$ cat src/vap_pkg.sv
// constants for the aperture paging block
package vap_pkg;
  localparam logic [15:0] VAP_IO_INDEX_PORT = 16'h03ce;
  localparam logic [15:0] VAP_IO_DATA_PORT  = 16'h03cf;
  localparam logic [7:0]  VAP_IDX_MAP_CTRL  = 8'h10;
  localparam logic [7:0]  VAP_IDX_PAGE_SEL  = 8'h11;
  localparam logic [7:0]  VAP_IDX_SCRATCH   = 8'h18;
  localparam logic [7:0]  VAP_RESET_VALUE   = 8'h00;
  localparam int          VAP_ENABLE_BIT    = 0;
  localparam int          VAP_TARGET_LSB    = 1;
  localparam int          VAP_PAGE_MSB      = 6;
  localparam logic [1:0]  VAP_TARGET_VGA    = 2'h0;
  localparam logic [1:0]  VAP_MAP_SEL_A0    = 2'h1;
  localparam int          VAP_MAP_SEL_LSB   = 2;
  localparam int          VAP_MISC_RAM_BIT  = 1;
  localparam logic [3:0]  VAP_WIN_A_HI      = 4'ha;
  localparam logic [3:0]  VAP_WIN_B_HI      = 4'hb;
  localparam logic [6:0]  VAP_SCAN_PAGES    = 7'h04;
endpackage : vap_pkg
$ cat src/vap_addr_gen.sv
// paged address former for the a0000 aperture
`timescale 1ns/1ps
`default_nettype none
module vap_addr_gen #(
  parameter int ADDR_W = 32
) (
  input  wire logic [ADDR_W-1:0] base_addr,
  input  wire logic [6:0]        page,
  input  wire logic [15:0]       low_addr,
  output logic      [ADDR_W-1:0] mem_addr
);
  if (ADDR_W < 23) begin : g_width_chk
    $error("vap_addr_gen: ADDR_W below 23");
  end
  logic [22:0] offset;
  // dword lines only; bytes come from the strobes
  assign offset   = {page, low_addr[15:2], 2'b00};
  assign mem_addr = base_addr + ADDR_W'(offset);
endmodule : vap_addr_gen
`default_nettype wire

$ cat src/vap_paging.sv
// legacy aperture paging with indexed graphics registers
`timescale 1ns/1ps
`default_nettype none
module vap_paging #(
  parameter int ADDR_W = 32
) (
  input  wire logic              sys_clk,
  input  wire logic              rst,
  input  wire logic              io_wr,
  input  wire logic              io_rd,
  input  wire logic [15:0]       io_addr,
  input  wire logic [7:0]        io_wdata,
  output logic      [7:0]        io_rdata,
  input  wire logic              mem_req,
  input  wire logic [19:0]       mem_addr_in,
  input  wire logic              pci_mem_en,
  input  wire logic [7:0]        misc_output_reg,
  input  wire logic [7:0]        legacy_misc_graphics_reg,
  input  wire logic [ADDR_W-1:0] stolen_memory_base_reg,
  input  wire logic [ADDR_W-1:0] legacy_addr,
  input  wire logic [6:0]        scan_page,
  output logic                   out_valid,
  output logic                   out_paged,
  output logic                   out_reserved,
  output logic      [ADDR_W-1:0] out_addr,
  output logic      [ADDR_W-1:0] scan_addr,
  output logic                   scan_valid
);
  if (ADDR_W < 23) begin : g_width_chk
    $error("vap_paging: ADDR_W below 23");
  end

  logic [7:0] index_r;
  logic [7:0] map_ctrl_r;
  logic [7:0] page_sel_r;
  logic [7:0] scratch_r;
  logic [7:0] io_rdata_r;

  // register file, written only by i/o cycles
  wire hit_index = io_addr == vap_pkg::VAP_IO_INDEX_PORT;
  wire hit_data  = io_addr == vap_pkg::VAP_IO_DATA_PORT;
  wire wr_map    = io_wr && hit_data
                   && index_r == vap_pkg::VAP_IDX_MAP_CTRL;
  wire wr_page   = io_wr && hit_data
                   && index_r == vap_pkg::VAP_IDX_PAGE_SEL;
  wire wr_scr    = io_wr && hit_data
                   && index_r == vap_pkg::VAP_IDX_SCRATCH;

  logic [7:0] rd_mux;
  always_comb begin
    rd_mux = io_rdata_r;
    if (io_rd && hit_index) begin
      rd_mux = index_r;
    end else if (io_rd && hit_data) begin
      unique case (index_r)
        vap_pkg::VAP_IDX_MAP_CTRL: rd_mux = map_ctrl_r;
        vap_pkg::VAP_IDX_PAGE_SEL: rd_mux = page_sel_r;
        vap_pkg::VAP_IDX_SCRATCH:  rd_mux = scratch_r;
        default:                   rd_mux = vap_pkg::VAP_RESET_VALUE;
      endcase
    end
  end

  always_ff @(posedge sys_clk) begin
    if (rst) begin
      index_r    <= vap_pkg::VAP_RESET_VALUE;
      map_ctrl_r <= vap_pkg::VAP_RESET_VALUE;
      page_sel_r <= vap_pkg::VAP_RESET_VALUE;
      scratch_r  <= vap_pkg::VAP_RESET_VALUE;
      io_rdata_r <= vap_pkg::VAP_RESET_VALUE;
    end else begin
      if (io_wr && hit_index) index_r <= io_wdata;
      if (wr_map) map_ctrl_r <= io_wdata;  // bits 7:3 kept but unused
      if (wr_page) page_sel_r <= io_wdata;
      if (wr_scr) scratch_r <= io_wdata;
      io_rdata_r <= rd_mux;
    end
  end
  assign io_rdata = io_rdata_r;

  // field decode; upper map bits never reach the address path
  wire       page_en = map_ctrl_r[vap_pkg::VAP_ENABLE_BIT];
  wire [1:0] target  = map_ctrl_r[vap_pkg::VAP_TARGET_LSB +: 2];
  wire [6:0] page    = page_sel_r[vap_pkg::VAP_PAGE_MSB:0];
  wire [1:0] map_sel = legacy_misc_graphics_reg[vap_pkg::VAP_MAP_SEL_LSB +: 2];

  // window gating
  wire [3:0] win_hi  = mem_addr_in[19:16];
  wire in_win_a      = win_hi == vap_pkg::VAP_WIN_A_HI;
  wire in_win_b      = win_hi == vap_pkg::VAP_WIN_B_HI;
  wire gate_ok       = pci_mem_en
                       && misc_output_reg[vap_pkg::VAP_MISC_RAM_BIT];
  wire honoured      = mem_req && (in_win_a || in_win_b)
                       && gate_ok;
  // paging trusts the host to pick map select 01; b window then drops
  wire map_a_only    = map_sel == vap_pkg::VAP_MAP_SEL_A0;
  wire paged_cycle   = honoured && page_en && in_win_a;
  wire b_blocked     = honoured && page_en && in_win_b && map_a_only;
  wire tgt_vga       = target == vap_pkg::VAP_TARGET_VGA;

  logic [ADDR_W-1:0] paged_addr;
  vap_addr_gen #(
    .ADDR_W (ADDR_W)
  ) u_addr (
    .base_addr (stolen_memory_base_reg),
    .page      (page),
    .low_addr  (mem_addr_in[15:0]),
    .mem_addr  (paged_addr)
  );

  // scan-out restricted to the first four pages
  logic [ADDR_W-1:0] scan_base;
  wire scan_ok = scan_page < vap_pkg::VAP_SCAN_PAGES;
  vap_addr_gen #(
    .ADDR_W (ADDR_W)
  ) u_scan (
    .base_addr (stolen_memory_base_reg),
    .page      (scan_page),
    .low_addr  (16'h0000),
    .mem_addr  (scan_base)
  );

  logic              out_valid_r;
  logic              out_paged_r;
  logic              out_reserved_r;
  logic [ADDR_W-1:0] out_addr_r;
  logic [ADDR_W-1:0] scan_addr_r;
  logic              scan_valid_r;

  wire               valid_nxt = honoured && !b_blocked
                                 && !(paged_cycle && !tgt_vga);
  wire [ADDR_W-1:0]  addr_nxt  = paged_cycle ? paged_addr
                                             : legacy_addr;

  always_ff @(posedge sys_clk) begin
    if (rst) begin
      out_valid_r    <= 1'b0;
      out_paged_r    <= 1'b0;
      out_reserved_r <= 1'b0;
      out_addr_r     <= '0;
      scan_addr_r    <= '0;
      scan_valid_r   <= 1'b0;
    end else begin
      out_valid_r    <= valid_nxt;
      out_paged_r    <= paged_cycle && tgt_vga;
      out_reserved_r <= paged_cycle && !tgt_vga;
      out_addr_r     <= valid_nxt ? addr_nxt : '0;
      scan_addr_r    <= scan_ok ? scan_base : '0;
      scan_valid_r   <= scan_ok;
    end
  end
  assign out_valid    = out_valid_r;
  assign out_paged    = out_paged_r;
  assign out_reserved = out_reserved_r;
  assign out_addr     = out_addr_r;
  assign scan_addr    = scan_addr_r;
  assign scan_valid   = scan_valid_r;

  property p_gate;
    @(posedge sys_clk) disable iff (rst)
      !(pci_mem_en && misc_output_reg[vap_pkg::VAP_MISC_RAM_BIT])
      |=> !out_valid;
  endproperty
  a_gate: assert property (p_gate)
    else $error("cycle passed gate");

  property p_paged_addr;
    @(posedge sys_clk) disable iff (rst)
      paged_cycle && tgt_vga |=> out_valid && out_paged
        && out_addr == stolen_memory_base_reg
           + ADDR_W'({$past(page), $past(mem_addr_in[15:2]), 2'b00});
  endproperty
  a_paged_addr: assert property (p_paged_addr)
    else $error("bad paged addr");

  property p_page_bits;
    @(posedge sys_clk) disable iff (rst)
      wr_page ##1 !wr_page |-> page == $past(io_wdata[6:0]);
  endproperty
  a_page_bits: assert property (p_page_bits)
    else $error("page not stored");

  property p_upper_ignored;
    @(posedge sys_clk) disable iff (rst)
      paged_cycle && tgt_vga && $stable(page) && $stable(mem_addr_in)
      && $stable(stolen_memory_base_reg) && $past(paged_cycle && tgt_vga)
      |=> $stable(out_addr);
  endproperty
  a_upper_ignored: assert property (p_upper_ignored)
    else $error("upper bits used");

  property p_reserved;
    @(posedge sys_clk) disable iff (rst)
      paged_cycle && !tgt_vga |=> out_reserved && !out_valid;
  endproperty
  a_reserved: assert property (p_reserved)
    else $error("reserved target used");

  property p_legacy;
    @(posedge sys_clk) disable iff (rst)
      honoured && !page_en |=> out_valid && !out_paged
        && out_addr == $past(legacy_addr);
  endproperty
  a_legacy: assert property (p_legacy)
    else $error("legacy path wrong");

  property p_scan;
    @(posedge sys_clk) disable iff (rst)
      scan_page >= vap_pkg::VAP_SCAN_PAGES |=> !scan_valid;
  endproperty
  a_scan: assert property (p_scan)
    else $error("scan beyond four pages");

  property p_scratch;
    @(posedge sys_clk) disable iff (rst)
      wr_scr |=> $stable(map_ctrl_r) && $stable(page_sel_r);
  endproperty
  a_scratch: assert property (p_scratch)
    else $error("scratch side effect");

  property p_reset_off;
    @(posedge sys_clk) rst |=> !page_en;
  endproperty
  a_reset_off: assert property (p_reset_off)
    else $error("enable not reset");

  property p_b_window;
    @(posedge sys_clk) disable iff (rst)
      honoured && page_en && in_win_b && map_a_only
      |=> !out_valid && !out_paged && out_addr == '0;
  endproperty
  a_b_window: assert property (p_b_window)
    else $error("b window passed while paging");

  property p_no_window;
    @(posedge sys_clk) disable iff (rst)
      mem_req && !in_win_a && !in_win_b |=> !out_valid;
  endproperty
  a_no_window: assert property (p_no_window)
    else $error("cycle outside window passed");

  property p_index_wr;
    @(posedge sys_clk) disable iff (rst)
      io_wr && hit_index |=> index_r == $past(io_wdata);
  endproperty
  a_index_wr: assert property (p_index_wr)
    else $error("index not stored");

  // memory cycles must never reach the register file
  property p_mem_no_reg;
    @(posedge sys_clk) disable iff (rst)
      mem_req && !io_wr
      |=> $stable(map_ctrl_r) && $stable(page_sel_r) && $stable(scratch_r);
  endproperty
  a_mem_no_reg: assert property (p_mem_no_reg)
    else $error("memory cycle changed a register");

  property p_scratch_rd;
    @(posedge sys_clk) disable iff (rst)
      io_rd && hit_data && index_r == vap_pkg::VAP_IDX_SCRATCH
      |=> io_rdata == $past(scratch_r);
  endproperty
  a_scratch_rd: assert property (p_scratch_rd)
    else $error("scratch read back wrong");

  property p_scan_addr;
    @(posedge sys_clk) disable iff (rst)
      scan_page < vap_pkg::VAP_SCAN_PAGES |=> scan_valid
        && scan_addr == $past(stolen_memory_base_reg)
           + ADDR_W'({$past(scan_page), 16'h0000});
  endproperty
  a_scan_addr: assert property (p_scan_addr)
    else $error("bad scan address");

  property p_reset_clear;
    @(posedge sys_clk) rst |=> map_ctrl_r == vap_pkg::VAP_RESET_VALUE
      && page_sel_r == vap_pkg::VAP_RESET_VALUE
      && !out_valid && !out_paged && !out_reserved && !scan_valid;
  endproperty
  a_reset_clear: assert property (p_reset_clear)
    else $error("reset left state behind");

  property p_vga_target;
    @(posedge sys_clk) disable iff (rst)
      paged_cycle && tgt_vga |=> !out_reserved;
  endproperty
  a_vga_target: assert property (p_vga_target)
    else $error("vga target flagged reserved");

  property p_off_target;
    @(posedge sys_clk) disable iff (rst)
      honoured && !page_en && !tgt_vga |=> out_valid && !out_reserved;
  endproperty
  a_off_target: assert property (p_off_target)
    else $error("target used while paging off");
endmodule : vap_paging
`default_nettype wire

$ cat config.mk
export PLATFORM = sky130hd
export DESIGN_NAME = vap_paging
export DESIGN_NICKNAME = d
export VERILOG_FILES = /design/src/vap_pkg.sv /design/src/vap_addr_gen.sv /design/src/vap_paging.sv
export SDC_FILE = /design/constraint.sdc
export NUM_CORES = 1
export LEC_CHECK = 0
export BUFFER_PORTS_ARGS = -buffer_cell sky130_fd_sc_hd__buf_2
export CORE_AREA = 4 4 171 173
export DETAILED_ROUTE_END_ITERATION = 6
export DIE_AREA = 0 0 175 177
export PLACE_DENSITY = 0.41
export RECOVER_POWER = 25
export SLEW_MARGIN = 0
export SYNTH_ARGS = -nofsm -noshare
export SYNTH_HDL_FRONTEND = slang
export SYNTH_HIERARCHICAL = 1
export SYNTH_SLANG_ARGS = --single-unit
$ cat constraint.sdc
create_clock -name sys_clk -period 3.25 [get_ports sys_clk]
set_clock_uncertainty 0.2 [all_clocks]
set_input_delay 0.325 -clock sys_clk [delete_from_list [all_inputs] [get_ports sys_clk]]
set_output_delay 0.325 -clock sys_clk [all_outputs]
set_load 0.02 [all_outputs]
# ---- After elaboration in Yosys (flattened, before gate mapping)
# Index checks and enable logic that the tools add are counted.
# Widths: inputs -> output; s select.
dict set report totals {
  reg_bits 108
  elab_cells 54
}
dict set report op_classes {
  n_mux 4
  add_sub_neg 2
  order_cmp 1
  n_eq_ne 8
  bitwise_logic 2
  n_reduce_logical 26
}
# operator count
set op_table {}
lappend op_table {{$add 32x23->32} 2}
lappend op_table {{$eq 16x10->1 const B} 2}
lappend op_table {{$mux 32} 1}
lappend op_table {{$eq 8x5->1 const B} 3}
lappend op_table {{$pmux 8 s3} 1}
lappend op_table {{$logic_and 1x1->1} 18}
lappend op_table {{$mux 8} 2}
lappend op_table {{$eq 4x4->1 const B} 2}
lappend op_table {{$lt 7x3->1 const B} 1}
lappend op_table {{$reduce_or 2->1} 2}
lappend op_table {{$logic_not 1->1} 3}
lappend op_table {{$eq 2x1->1 const B} 1}
lappend op_table {{$logic_not 2->1} 1}
lappend op_table {{$not 1->1} 2}
lappend op_table {{$reduce_bool 2->1} 1}
lappend op_table {{$logic_or 1x1->1} 1}

# ---- Logic depth before layout (Yosys ltp)
# Gate-level depths: netlist (run 1).
dict set report logic_depth {
  ltp_word 12
  depth_mapped 12
}

# ---- By module
# The synthesis (run 1) kept the hierarchy.
# mod area_each_um2 cells_each seq_area_each_um2 instances
set modules_own_cells {}
lappend modules_own_cells {vap_paging 4116.4 378 2162.1 1}
lappend modules_own_cells {{vap_addr_gen (u_addr)} 1406.3 197 0.0 1}
lappend modules_own_cells {{vap_addr_gen (u_scan)} 1302.5 184 0.0 1}

# ---- Worst setup path before layout (run 1)
# Ideal clock, no wire load.
dict set report synth_path {
  path_kind {in2reg}
  from {in stolen_memory_base_reg[2]}
  to {reg out_addr_r[30], in the netlist out_addr[30]}
  required_ns 2.922
  setup_ns 0.128
  stages 12
  n_path_buf 0
  t_arrival_ns 2.206
  setup_slack_ns 0.716
  path_cell_list {ha_1 inv_1 fa_1 nand2b_1 a21oi_1 o211ai_2 a211oi_1 o21a_1 o21ai_1 xnor2_1 mux2i_1 nor2_1}
}
dict set report synth_between {
  elab_chain_len 2
}
# item line
set synth_lines {}
lappend synth_lines {{start, declared} vap_paging.sv:19} ;# input wire logic [ADDR_W-1:0] stolen_memory_base_reg,
lappend synth_lines {{$add 32x23->32} vap_addr_gen.sv:18} ;# assign mem_addr = base_addr + ADDR_W'(offset);
lappend synth_lines {{via paged_addr[30]} vap_paging.sv:101} ;# logic [ADDR_W-1:0] paged_addr;
lappend synth_lines {{$mux 32} vap_paging.sv:132} ;# wire [ADDR_W-1:0] addr_nxt = paged_cycle ? paged_addr
lappend synth_lines {{end signal, assigned} vap_paging.sv:147} ;# out_addr_r <= valid_nxt ? addr_nxt : '0;
lappend synth_lines {{end, declared} vap_paging.sv:126} ;# logic [ADDR_W-1:0] out_addr_r;
# The timed path passes the listed nets, and every way through them passes these cells.
# A chain may end at the register's enable or synchronous reset.

# ---- Worst setup path in the final report (run 1)
dict set report layout_path {
  from {reg page_sel_r[2]}
  to {reg out_addr_r[27], in the netlist out_addr[27]}
}
dict set report layout_between {
  elab_chain_len 2
}
# item line
set layout_lines {}
lappend layout_lines {{start, declared} vap_paging.sv:35} ;# logic [7:0] page_sel_r;
lappend layout_lines {{start signal, assigned} vap_paging.sv:68} ;# page_sel_r <= vap_pkg::VAP_RESET_VALUE;
lappend layout_lines {{start signal, assigned} vap_paging.sv:74} ;# if (wr_page) page_sel_r <= io_wdata;
lappend layout_lines {{$add 32x23->32} vap_addr_gen.sv:18}
lappend layout_lines {{via paged_addr[27]} vap_paging.sv:101}
lappend layout_lines {{$mux 32} vap_paging.sv:132}
# The timed path passes the listed nets, and every way through them passes these cells.

==> results of run 1 <==
## per-layer routing
metal | global-route usage (%) | up-vias
li1 | - | 3095
met1 | 17.1 | 2682
met2 | 23.6 | 90
met3 | 2.39 | 12
met4 | 3.14 | 0
met5 | 0 | -
## state kept, by name, summed over array words and instances, names as in the netlist
name,cells
out_paged,1
out_valid,1
index_r,8
scan_addr,32
out_reserved,1
scratch_r,8
page_sel_r,8
map_ctrl_r,8
out_addr,32
io_rdata,8
scan_valid,1
## cell families after synthesis
group	share of synthesized area (%)
XOR/XNOR	7.02
other	0.0549
AO/OA/AOI/OAI	15.2
AND/OR/NAND/NOR	23.3
adder cells (fa/ha/maj)	8.29
buffers and inverters	3.90
multiplexers	10.6
flip-flops	31.7
## placed cells by master (no fill, tap or decap), types with 20 or more instances in the layout
cell	n
buf_2	151
dfxtp_1	108
mux2i_1	72
nor2_1	57
nand2b_1	54
clkbuf_1	46
nand2_1	42
a21oi_1	42
ha_1	42
and2_1	37
xnor2_1	30
dlygate4sd3_1	28
xor2_1	21
inv_1	20
## critical path, stage by stage (launching register included)
cell,delay (ns)
dfxtp_1,0.35
ha_1,0.42
a21oi_2,0.19
o21ai_1,0.12
or3_1,0.35
a211oi_1,0.22
or3_1,0.42
nor2_4,0.08
xor2_2,0.15
mux2i_1,0.13
nor2_1,0.05
## worst max-delay path by stage
stage                                    startpoint            to  slack, ns  cells past startpoint
final                                 page_sel_r[2]  out_addr[27]       0.42                     10
after global routing                  page_sel_r[2]  out_addr[27]       0.20                     10
after CTS                             page_sel_r[2]  out_addr[27]       0.39                     10
after detailed placement  stolen_memory_base_reg[2]  out_addr[30]       0.23                     13
after global placement    stolen_memory_base_reg[2]  out_addr[30]       0.26                     13
after floorplan           stolen_memory_base_reg[2]  out_addr[30]       0.72                     12
## power by group through the flow
stage / clock network (W) / logic (W) / registers [W]
floorplan: 0 / 0.000414 / 0.00136
global placement: 0 / 0.000618 / 0.00136
detailed placement: 0 / 0.000613 / 0.00136
CTS: 0.00121 / 0.000644 / 0.00133
global route: 0.00125 / 0.000728 / 0.00133
finish: 0.00115 / 0.000647 / 0.00133
## layout make-up
cell class                 instances  area, um^2
antenna                            2        5.00
timing repair buffer             233        1280
clock inverter                     7        80.1
clock buffer                       9         225
tap                              378         473
fill                            3057       18900
inverter                          20        75.1
sequential                       108        2160
multi-input combinational        609        4480
## synth_stat cells, drive strengths merged (2+ instances only)
cell type | count | area, um^2
dfxtp | 108 | 2160
mux2i | 72 | 721
nor2 | 63 | 262
nand2b | 54 | 338
a21oi | 47 | 254
ha | 42 | 526
nand2 | 42 | 158
and2 | 37 | 231
xnor2 | 31 | 279
o21ai | 28 | 140
buf | 24 | 146
xor2 | 22 | 200
inv | 20 | 75.1
a21o | 17 | 135
o21bai | 14 | 116
nand3 | 13 | 95.1
nor3 | 13 | 80.1
a31oi | 12 | 75.1
clkbuf | 12 | 45.0
nand4 | 11 | 68.8
nor2b | 8 | 50.1
o2bb2ai | 8 | 70.1
and3 | 7 | 48.8
a211oi | 4 | 42.5
nand4b | 4 | 41.3
o21a | 4 | 30.0
o22ai | 4 | 25.0
or4b | 4 | 43.8
nor4 | 3 | 48.8
o211ai | 3 | 27.5
or3 | 3 | 18.8
a211o | 2 | 18.8
a41oi | 2 | 25.0
fa | 2 | 40.0
## metrics by stage
stage	instances	hold WS (ns)	worst slack, ns	instance area (um^2)
floorplan	773	0.252	0.716	6880
global placement	1320	0.263	0.258	8240
detailed placement	1320	0.268	0.234	8240
CTS	1364	0.000110	0.393	8830
global route	1366	0.0114	0.199	8780
finish	1366	0.00209	0.420	8780
## timing repair
action | CTS | global route
buffers inserted | 0 | 0
hold buffers | 28 | 0
setup endpoints to repair | 0 | 0
hold endpoints to repair | 28 | 0
==> flow_metrics.py, run 1 <==
metrics = {
    "status": {
        "status": "finished clean",
    },
    "yosys": {
        "syn_avg_cell_area_um2": 8.99,
        "synth_seq_cells": 108,
        "yosysSeqAreaShare_pct": 31.7,
        "syn-cell-area_um2": 6830,
        "synth_enable_flop_cells": 0,
        "syn_inst": 759,
        "yosys_warnings": 6,
        "synth_cell_types": 76,
        "async_flop_share_pct": 0,
        "ys.flop_type": "dfxtp_1",
    },
    "placement": {
        "portBuffers": 197,
        "dp_hpwl_um": 16900,
        "place_congestion": 0.789,
    },
    "cts": {
        "clockRootBuffer": "clkbuf_16",
        "post_cts_resized": 0,
        "cts_max_path_buffers": 2,
        "clk_latency_ns": 0.36,
        "clkSinkCount": 108,
        "cts.clk_slew.worst_paths_ns": 0.09,
        "h-tree-depth": 3,
        "numCtsBuffers": 9,
        "cts_tree": "built",
    },
    "timing": {
        "setup-tns-final_ns": 0,
        "rsz0062_at_grt": "no",
        "fin_crit_ns": 2.83,
        "setup_viol": 0,
        "tightestPinTransition_ns": 0.828,
        "fmax_ghz": 0.353,
        "relSlewSlack_pct": 44.7,
        "hold_violations": 0,
        "slew_violations": 0,
        "period_share_pct": 87.1,
    },
    "power_and_ir_drop": {
        "vdd_ir_drop_max_mv": 0.231,
        "p_int_w": 0.00217,
        "p_comb_share_pct": 20.7,
        "p_clk_share_pct": 36.8,
        "total_power_w": 0.00312,
        "p_leak_nw": 3.85,
        "seqPwrFrac_pct": 42.5,
        "swShare_pct": 30.4,
        "p_switching_w": 0.000951,
        "powerDensity_nw_per_um2": 356,
    },
    "critical_path": {
        "end_kind": "flop",
        "timing.rr.start": "page_sel_r[2]",
        "timing.reg2reg.worst_path_depth": 10,
        "required_ns": 3.28,
        "cp_max_fo": 8,
        "r2r_end": "out_addr[27]",
        "cp-start-kind": "flop",
        "critPathKind": "flop to flop",
        "crit_arrival_ns": 2.86,
        "reg2reg_slack_ns": 0.42,
    },
    "worst_hold_path": {
        "holdPathStages": 3,
        "whs_endpoint": "out_addr[21]",
        "hold_path_class": "input port to flop",
        "holdCritStartpoint": "legacy_addr[21]",
    },
    "floorplanning": {
        "io_pins": 213,
        "fp-row-count": 61,
        "start_util_pct": 24.7,
        "die_x_um": 175,
        "fp.dieH_um": 177,
        "core_area_um2": 27600,
        "die_area_um2": 31000,
    },
    "detailed_routing": {
        "routed-wl-met3_um": 661,
        "routed-via-count": 5879,
        "drt_pass1_iterations": 4,
        "remaining_drc_errors": 0,
        "dr.max_layer_used": "met4",
        "via_per_inst": 4.30,
        "drt_iter0_drc": 177,
        "wl_um": 21100,
        "detail-route-antenna-nets": 0,
        "routedWlPerCell_um": 15.4,
        "dr_wl_met2_um": 10500,
        "wl_met1_um": 9650,
    },
    "run": {
        "drv_cap": 0,
    },
    "grt": {
        "grt_pass1_wl_um": 33100,
        "grt_pass1_vias": 6062,
        "grt_overflow": 0,
        "antenna_found_initial": 2,
        "grt_use_total_pct": 13.4,
        "grt_start_max_net_pins": 35,
    },
    "finish": {
        "areaGrowthSynthToFinish_pct": 28.6,
        "drive_gt1_share_pct": 21.7,
        "fin_util_pct": 31.8,
        "nets": 1162,
    },
}
Power figures use the tool's default switching activity.
==> run 2, diff against run 1 <==
- CORE_AREA: 4 4 171 173 -> 2 2 152 154
- DIE_AREA: 0 0 175 177 -> 0 0 154 156
- PLACE_DENSITY: 0.41 -> 0.43
- SYNTH_HIERARCHICAL: 1 -> default
==> run 2 against run 1 <==
  * Die area shrank 22%
  * Clock power grew 8%
  * Highest routed layer unchanged
  * Via count shrank 12%
  * Worst hold slack gained 0.011 ns
  * Clock-buffer cell count grew 3
  * Non-clock buffer count shrank 5
  * Core utilization grew 0.93 points
  * Maximum frequency shrank 3.6%
  * Wire length shrank 17%
  * Synthesized cell count shrank 16%
  * Critical endpoint is now out_addr[18]
  * Register-to-register slack gained 0.28 ns
  * Global-route usage grew 0.92 points
==> flow_metrics.py, run 2 <==
metrics = {
    "finish": {
        "areaGrowthSynthToFinish_pct": 32.9,
        "final_common_cell": "buf_2",
        "stdcell_count": 1142,
        "drive_gt1_share_pct": 21.3,
        "ff_latch_area_um2": 2160,
        "fin_util_pct": 32.7,
        "nets": 1016,
        "fillerInstances": 2398,
        "multiInputGateArea_um2": 3160,
        "final_area_um2": 7310,
        "layout_common_cells": "buf_2, dfxtp_1, nor2_1",
    },
    "detailed_routing": {
        "routedWlPerCell_um": 15.2,
        "drt_pass1_iterations": 4,
        "via_per_inst": 4.51,
        "wl_um": 17400,
        "drt_iter0_drc": 290,
        "remaining_drc_errors": 0,
        "detail-route-antenna-nets": 0,
        "routed-via-count": 5152,
    },
    "critical_path": {
        "cpPeakStageDelay_ns": 0.53,
        "critPathLaunch": "stolen_memory_base_reg[2]",
        "end_kind": "flop",
        "crit_buf_inv": 2,
        "timing.rr.start": "page_sel_r[3]",
        "cp_max_fo": 3,
        "path_cells": "dlygate4sd3_1 > buf_2 > ha_1 > fa_1 > a21oi_1 > o211a_1 > nor2_1 > or2_2 > a31oi_1 > xor2_1 > o21ai_0",
        "critPathSlowestCell": "dlygate4sd3_1",
        "critPathTopFamily": "compound AO/OA/AOI/OAI gates",
        "critPathKind": "input port to flop",
        "required_ns": 3.29,
        "cp-start-kind": "input port",
        "crit_arrival_ns": 2.97,
    },
    "grt": {
        "grt_pass1_vias": 5087,
        "grt_use_total_pct": 14.3,
        "grt_start_max_net_pins": 42,
        "grt_overflow": 0,
        "grt_pass1_wl_um": 27000,
        "antenna_found_initial": 3,
    },
    "yosys": {
        "synthAdderAreaFrac_pct": 7.10,
        "synth.net_count": 805,
        "synth.most_common_cell": "dfxtp_1",
        "synth_top_area_cell": "dfxtp_1",
        "synth_seq_cells": 108,
        "yosys_warnings": 0,
        "synth_enable_flop_cells": 0,
        "synth_top_family_by_area": "simple AND/OR/NAND/NOR gates",
        "syn_avg_cell_area_um2": 8.62,
        "ys_top_cells_by_count": "dfxtp_1, nor2_1, a21oi_1, nand2_1, mux2i_1",
        "async_flop_share_pct": 0,
        "muxShareOfSynthArea_pct": 7.64,
        "yosysTopAreaCellShare_pct": 39.3,
        "syn_inst": 638,
        "syn-cell-area_um2": 5500,
        "synth_xor_area_share_pct": 5.41,
        "ys_top_cells_by_area": "dfxtp_1, mux2i_1, ha_1, a21oi_1, nor2_1",
        "synthSimpleGateAreaFrac_pct": 19.4,
        "ys.flop_type": "dfxtp_1",
        "synth_cell_types": 61,
        "yosysSeqAreaShare_pct": 39.3,
        "synth_compound_area_share_pct": 17.7,
    },
    "floorplanning": {
        "die_area_um2": 24000,
        "io_pins": 213,
        "start_util_pct": 24.6,
        "core_area_um2": 22400,
        "die_x_um": 154,
        "fp.dieH_um": 156,
        "fp-row-count": 55,
    },
    "timing": {
        "fmax_ghz": 0.341,
        "relSlewSlack_pct": 56.9,
        "period_share_pct": 90.3,
        "hold_violations": 0,
        "rsz0062_at_grt": "no",
        "fin_ws_ns": 0.315,
        "setup-tns-final_ns": 0,
        "fin_crit_ns": 2.93,
        "tightestPinTransition_ns": 0.647,
        "setup_viol": 0,
        "slew_violations": 0,
    },
    "power_and_ir_drop": {
        "p_int_w": 0.00222,
        "seqPwrFrac_pct": 44.6,
        "p_comb_share_pct": 13.7,
        "p_leak_nw": 3.13,
        "vdd_ir_drop_max_mv": 0.183,
        "swShare_pct": 25.4,
        "p_switching_w": 0.000756,
        "p_clk_share_pct": 41.7,
        "powerDensity_nw_per_um2": 407,
    },
    "placement": {
        "place_area_um2": 6770,
        "place_congestion": 0.765,
        "dp.cells": 1097,
        "post-place-ws_ns": 0.326,
        "portBuffers": 197,
        "dp_hpwl_um": 13400,
    },
    "cts": {
        "cts_tree": "built",
        "cts.clk_slew.worst_paths_ns": 0.07,
        "numCtsBuffers": 9,
        "clockRootBuffer": "clkbuf_16",
        "clkSinkCount": 108,
        "clk_latency_ns": 0.35,
        "h-tree-depth": 3,
        "cts_max_path_buffers": 2,
    },
    "status": {
        "status": "finished clean",
    },
    "worst_hold_path": {
        "hold_path_class": "input port to flop",
        "holdCritStartpoint": "legacy_addr[14]",
    },
    "run": {
        "drv_cap": 0,
    },
}
run 2: logic make-up (layout without fill, tap and decap cells):
logic type | after synthesis | after routing
AND/OR/NAND/NOR | 219 | 219
AO/OA/AOI/OAI | 158 | 158
flip-flops | 108 | 108
buffers and inverters | 47 | 263
multiplexers | 42 | 42
XOR/XNOR | 34 | 34
adder cells (fa/ha/maj) | 30 | 30
other | 0 | 3
run 2: what timing repair did:
item,CTS,global route
resized for setup,0,1
endpoints found under the hold margin,27,0
setup buffers,0,0
hold buffers,26,0
endpoints found under the setup margin,0,1
run 2: per-layer routing:
| layer | up-vias | GRT usage (%) | share of wire (%) |
|---|---|---|---|
| met2 | 143 | 23.6 | 45 |
| met1 | 2314 | 18.8 | 48 |
| met4 | 0 | 5.07 | 1.7 |
| li1 | 2677 | - | - |
| met5 | - | 0 | 0 |
| met3 | 18 | 2.61 | 4.8 |
run 2: area by class of cell:
cell class,instances,area share (%)
antenna,3,0.103
clock inverter,4,1.10
sequential,108,29.6
multi-input combinational,483,43.2
clock buffer,12,3.37
inverter,19,0.975
timing repair buffer,228,16.8
tap,285,4.88
run 2: path summary, 6_finish.rpt:
kind,to,slack [ns],cells past startpoint
setup / recovery,out_addr[18],0.32,11
hold / removal,out_addr[14],0.01,3
setup reg to reg,out_addr[24],0.70,8
hold reg to reg,index_r[5],0.30,2
run 2: tightest hold or removal path, delay by kind of cell:
family                 cells  cell delay [ns]
AO/OA/AOI/OAI              1             0.05
AND/OR/NAND/NOR            1             0.05
buffers and inverters      1             0.10
run 2: power groups by stage:
stage | sequential (W) | combinational [W] | clock, W
6_report | 0.00133 | 0.000408 | 0.00124
3_3_place_gp | 0.00136 | 0.000387 | 0
5_1_grt | 0.00133 | 0.000457 | 0.00134
3_5_place_dp | 0.00136 | 0.000386 | 0
4_1_cts | 0.00133 | 0.000413 | 0.00129
2_1_floorplan | 0.00136 | 0.000224 | 0
run 2: metrics by stage:
stage,power [W],hold slack [ns]
after floorplan,0.00159,0.247
after global placement,0.00174,0.272
after detailed placement,0.00174,0.286
after CTS,0.00303,0.000829
after global routing,0.00312,0.0115
final,0.00298,0.0130
==> run 3, diff against run 2 <==
- clock period: 3.25 -> 3.65 ns (I/O delays scaled with it)
==> run 3 against run 2 <==
  * First-iteration DRC count shrank 25%
  * Flip-flop and latch count is the same
  * Non-clock buffer count shrank 28
  * Clock-buffer cell count is the same
  * Register-to-register slack gained 0.43 ns
  * Highest routed layer unchanged
==> flow_metrics.py, run 3 (synthesized netlist as in run 2, its figures left out) <==
metrics = {
    "cts": {
        "cts_tree": "built",
        "clk_latency_ns": 0.35,
        "postCtsHoldBufs": 0,
        "post_cts_resized": 0,
        "cts.clk_slew.worst_paths_ns": 0.07,
        "numCtsBuffers": 9,
        "clkSinkCount": 108,
        "h-tree-depth": 3,
        "post_cts_buffers": 0,
        "clockRootBuffer": "clkbuf_16",
        "cts_max_path_buffers": 2,
    },
    "timing": {
        "hold_violations": 0,
        "setup-tns-final_ns": 0,
        "tightestPinTransition_ns": 0.794,
        "relSlewSlack_pct": 47.0,
        "fmax_ghz": 0.388,
        "slew_violations": 0,
        "setup_viol": 0,
        "hold_ws_ns": 0.0263,
        "rsz0062_at_grt": "no",
        "period_share_pct": 70.6,
        "fin_crit_ns": 2.58,
    },
    "finish": {
        "drive_gt1_share_pct": 21.8,
        "stdcell_count": 1113,
        "nets": 988,
        "fin_util_pct": 31.4,
        "areaGrowthSynthToFinish_pct": 27.5,
        "fillerInstances": 2446,
        "final_common_cell": "buf_2",
        "layout_common_cells": "buf_2, dfxtp_1, nor2_1",
    },
    "worst_hold_path": {
        "holdPathStages": 2,
        "hold_path_class": "input port to flop",
    },
    "critical_path": {
        "crit_arrival_ns": 2.66,
        "timing.reg2reg.worst_path_depth": 8,
        "path_cells": "buf_2 > ha_1 > fa_1 > a21oi_1 > o211a_1 > nor2_1 > o21ai_1 > a21oi_1 > a31o_2 > a31oi_1",
        "cp_max_fo": 6,
        "cpPeakStageDelay_ns": 0.43,
        "critPathCapture": "out_addr[28]",
        "r2r_end": "out_addr[24]",
        "critPathSlowestCell": "o21ai_1",
        "critPathKind": "input port to flop",
        "required_ns": 3.73,
        "cp-start-kind": "input port",
        "critPathLaunch": "mem_addr_in[2]",
        "cp_common_cell": "a21oi_1",
        "end_kind": "flop",
        "timing.rr.start": "page_sel_r[3]",
        "reg2reg_slack_ns": 1.13,
    },
    "floorplanning": {
        "die_x_um": 154,
        "die_area_um2": 24000,
        "fp-row-count": 55,
        "fp.dieH_um": 156,
        "start_util_pct": 24.6,
        "core_area_um2": 22400,
        "io_pins": 213,
    },
    "detailed_routing": {
        "wl_um": 17100,
        "detail-route-antenna-nets": 0,
        "via_per_inst": 4.56,
        "drt_pass1_iterations": 5,
        "drt_iter0_drc": 217,
        "remaining_drc_errors": 0,
        "routed-via-count": 5073,
        "routedWlPerCell_um": 15.4,
    },
    "grt": {
        "grt_use_total_pct": 14.1,
        "grt_pass1_wl_um": 26700,
        "antenna_found_initial": 2,
        "grt_overflow": 0,
        "grt_start_max_net_pins": 42,
        "grt_pass1_vias": 4967,
    },
    "power_and_ir_drop": {
        "p_leak_nw": 3.01,
        "total_power_w": 0.00258,
        "vdd_ir_drop_max_mv": 0.181,
        "powerDensity_nw_per_um2": 367,
    },
    "status": {
        "status": "finished clean",
    },
    "placement": {
        "dp.cells": 1095,
        "portBuffers": 197,
        "dp_hpwl_um": 13300,
        "place_congestion": 0.804,
    },
    "run": {
        "drv_cap": 0,
    },
}
## run 3: power by group
part           switching (W)  leakage (nW)  internal [W]  total [W]
clock               0.000477         0.155      0.000578    0.00106
combinational       0.000193          1.98      0.000147   0.000340
sequential       0.000000830         0.870       0.00118    0.00118
total               0.000671          3.01       0.00191    0.00258
## run 3: critical path, delay by kind of cell
kind	cells	cell delay, ns
adder cells (fa/ha/maj)	2	0.61
AND/OR/NAND/NOR	1	0.07
AO/OA/AOI/OAI	6	1.52
buffers and inverters	1	0.10
## run 3: cell type report
cell class / instances / area (um^2) / share of cell area (%)
diodes: 2 / 5.00 / 0.0713
clock buffers: 12 / 256 / 3.66
clock inverters: 4 / 55.1 / 0.785
inverters: 19 / 71.3 / 1.02
multi-input cells: 483 / 3160 / 45.0
flip-flops and latches: 108 / 2160 / 30.8
well taps: 285 / 357 / 5.08
repair buffers: 200 / 951 / 13.6
## run 3: worst min-delay path by stage
| stage | start | to | slack [ns] |
|---|---|---|---|
| after floorplan | map_ctrl_r[3] | map_ctrl_r[3] | 0.26 |
| after global placement | map_ctrl_r[4] | map_ctrl_r[4] | 0.27 |
| after detailed placement | index_r[6] | index_r[6] | 0.28 |
| after CTS | stolen_memory_base_reg[4] | scan_addr[4] | 0.008 |
| after global routing | stolen_memory_base_reg[2] | scan_addr[2] | 0.01 |
| final | stolen_memory_base_reg[7] | scan_addr[7] | 0.03 |
## run 3: through the flow
stage	instance area (um^2)	setup slack [ns]
after global routing	7010	0.861
after CTS	7070	1.05
after detailed placement	6760	0.680
after floorplan	5500	1.22
final	7020	1.07
after global placement	6760	0.698
## run 3: layer usage
metal	wire, um	vias to the layer above	global-route usage, %	part of all wire (%)
met2	7730	148	23.5	45
met3	921	11	3.08	5.4
li1	-	2620	-	-
met1	8230	2294	18.3	48
met4	204	0	4.45	1.2
met5	0	-	0	0
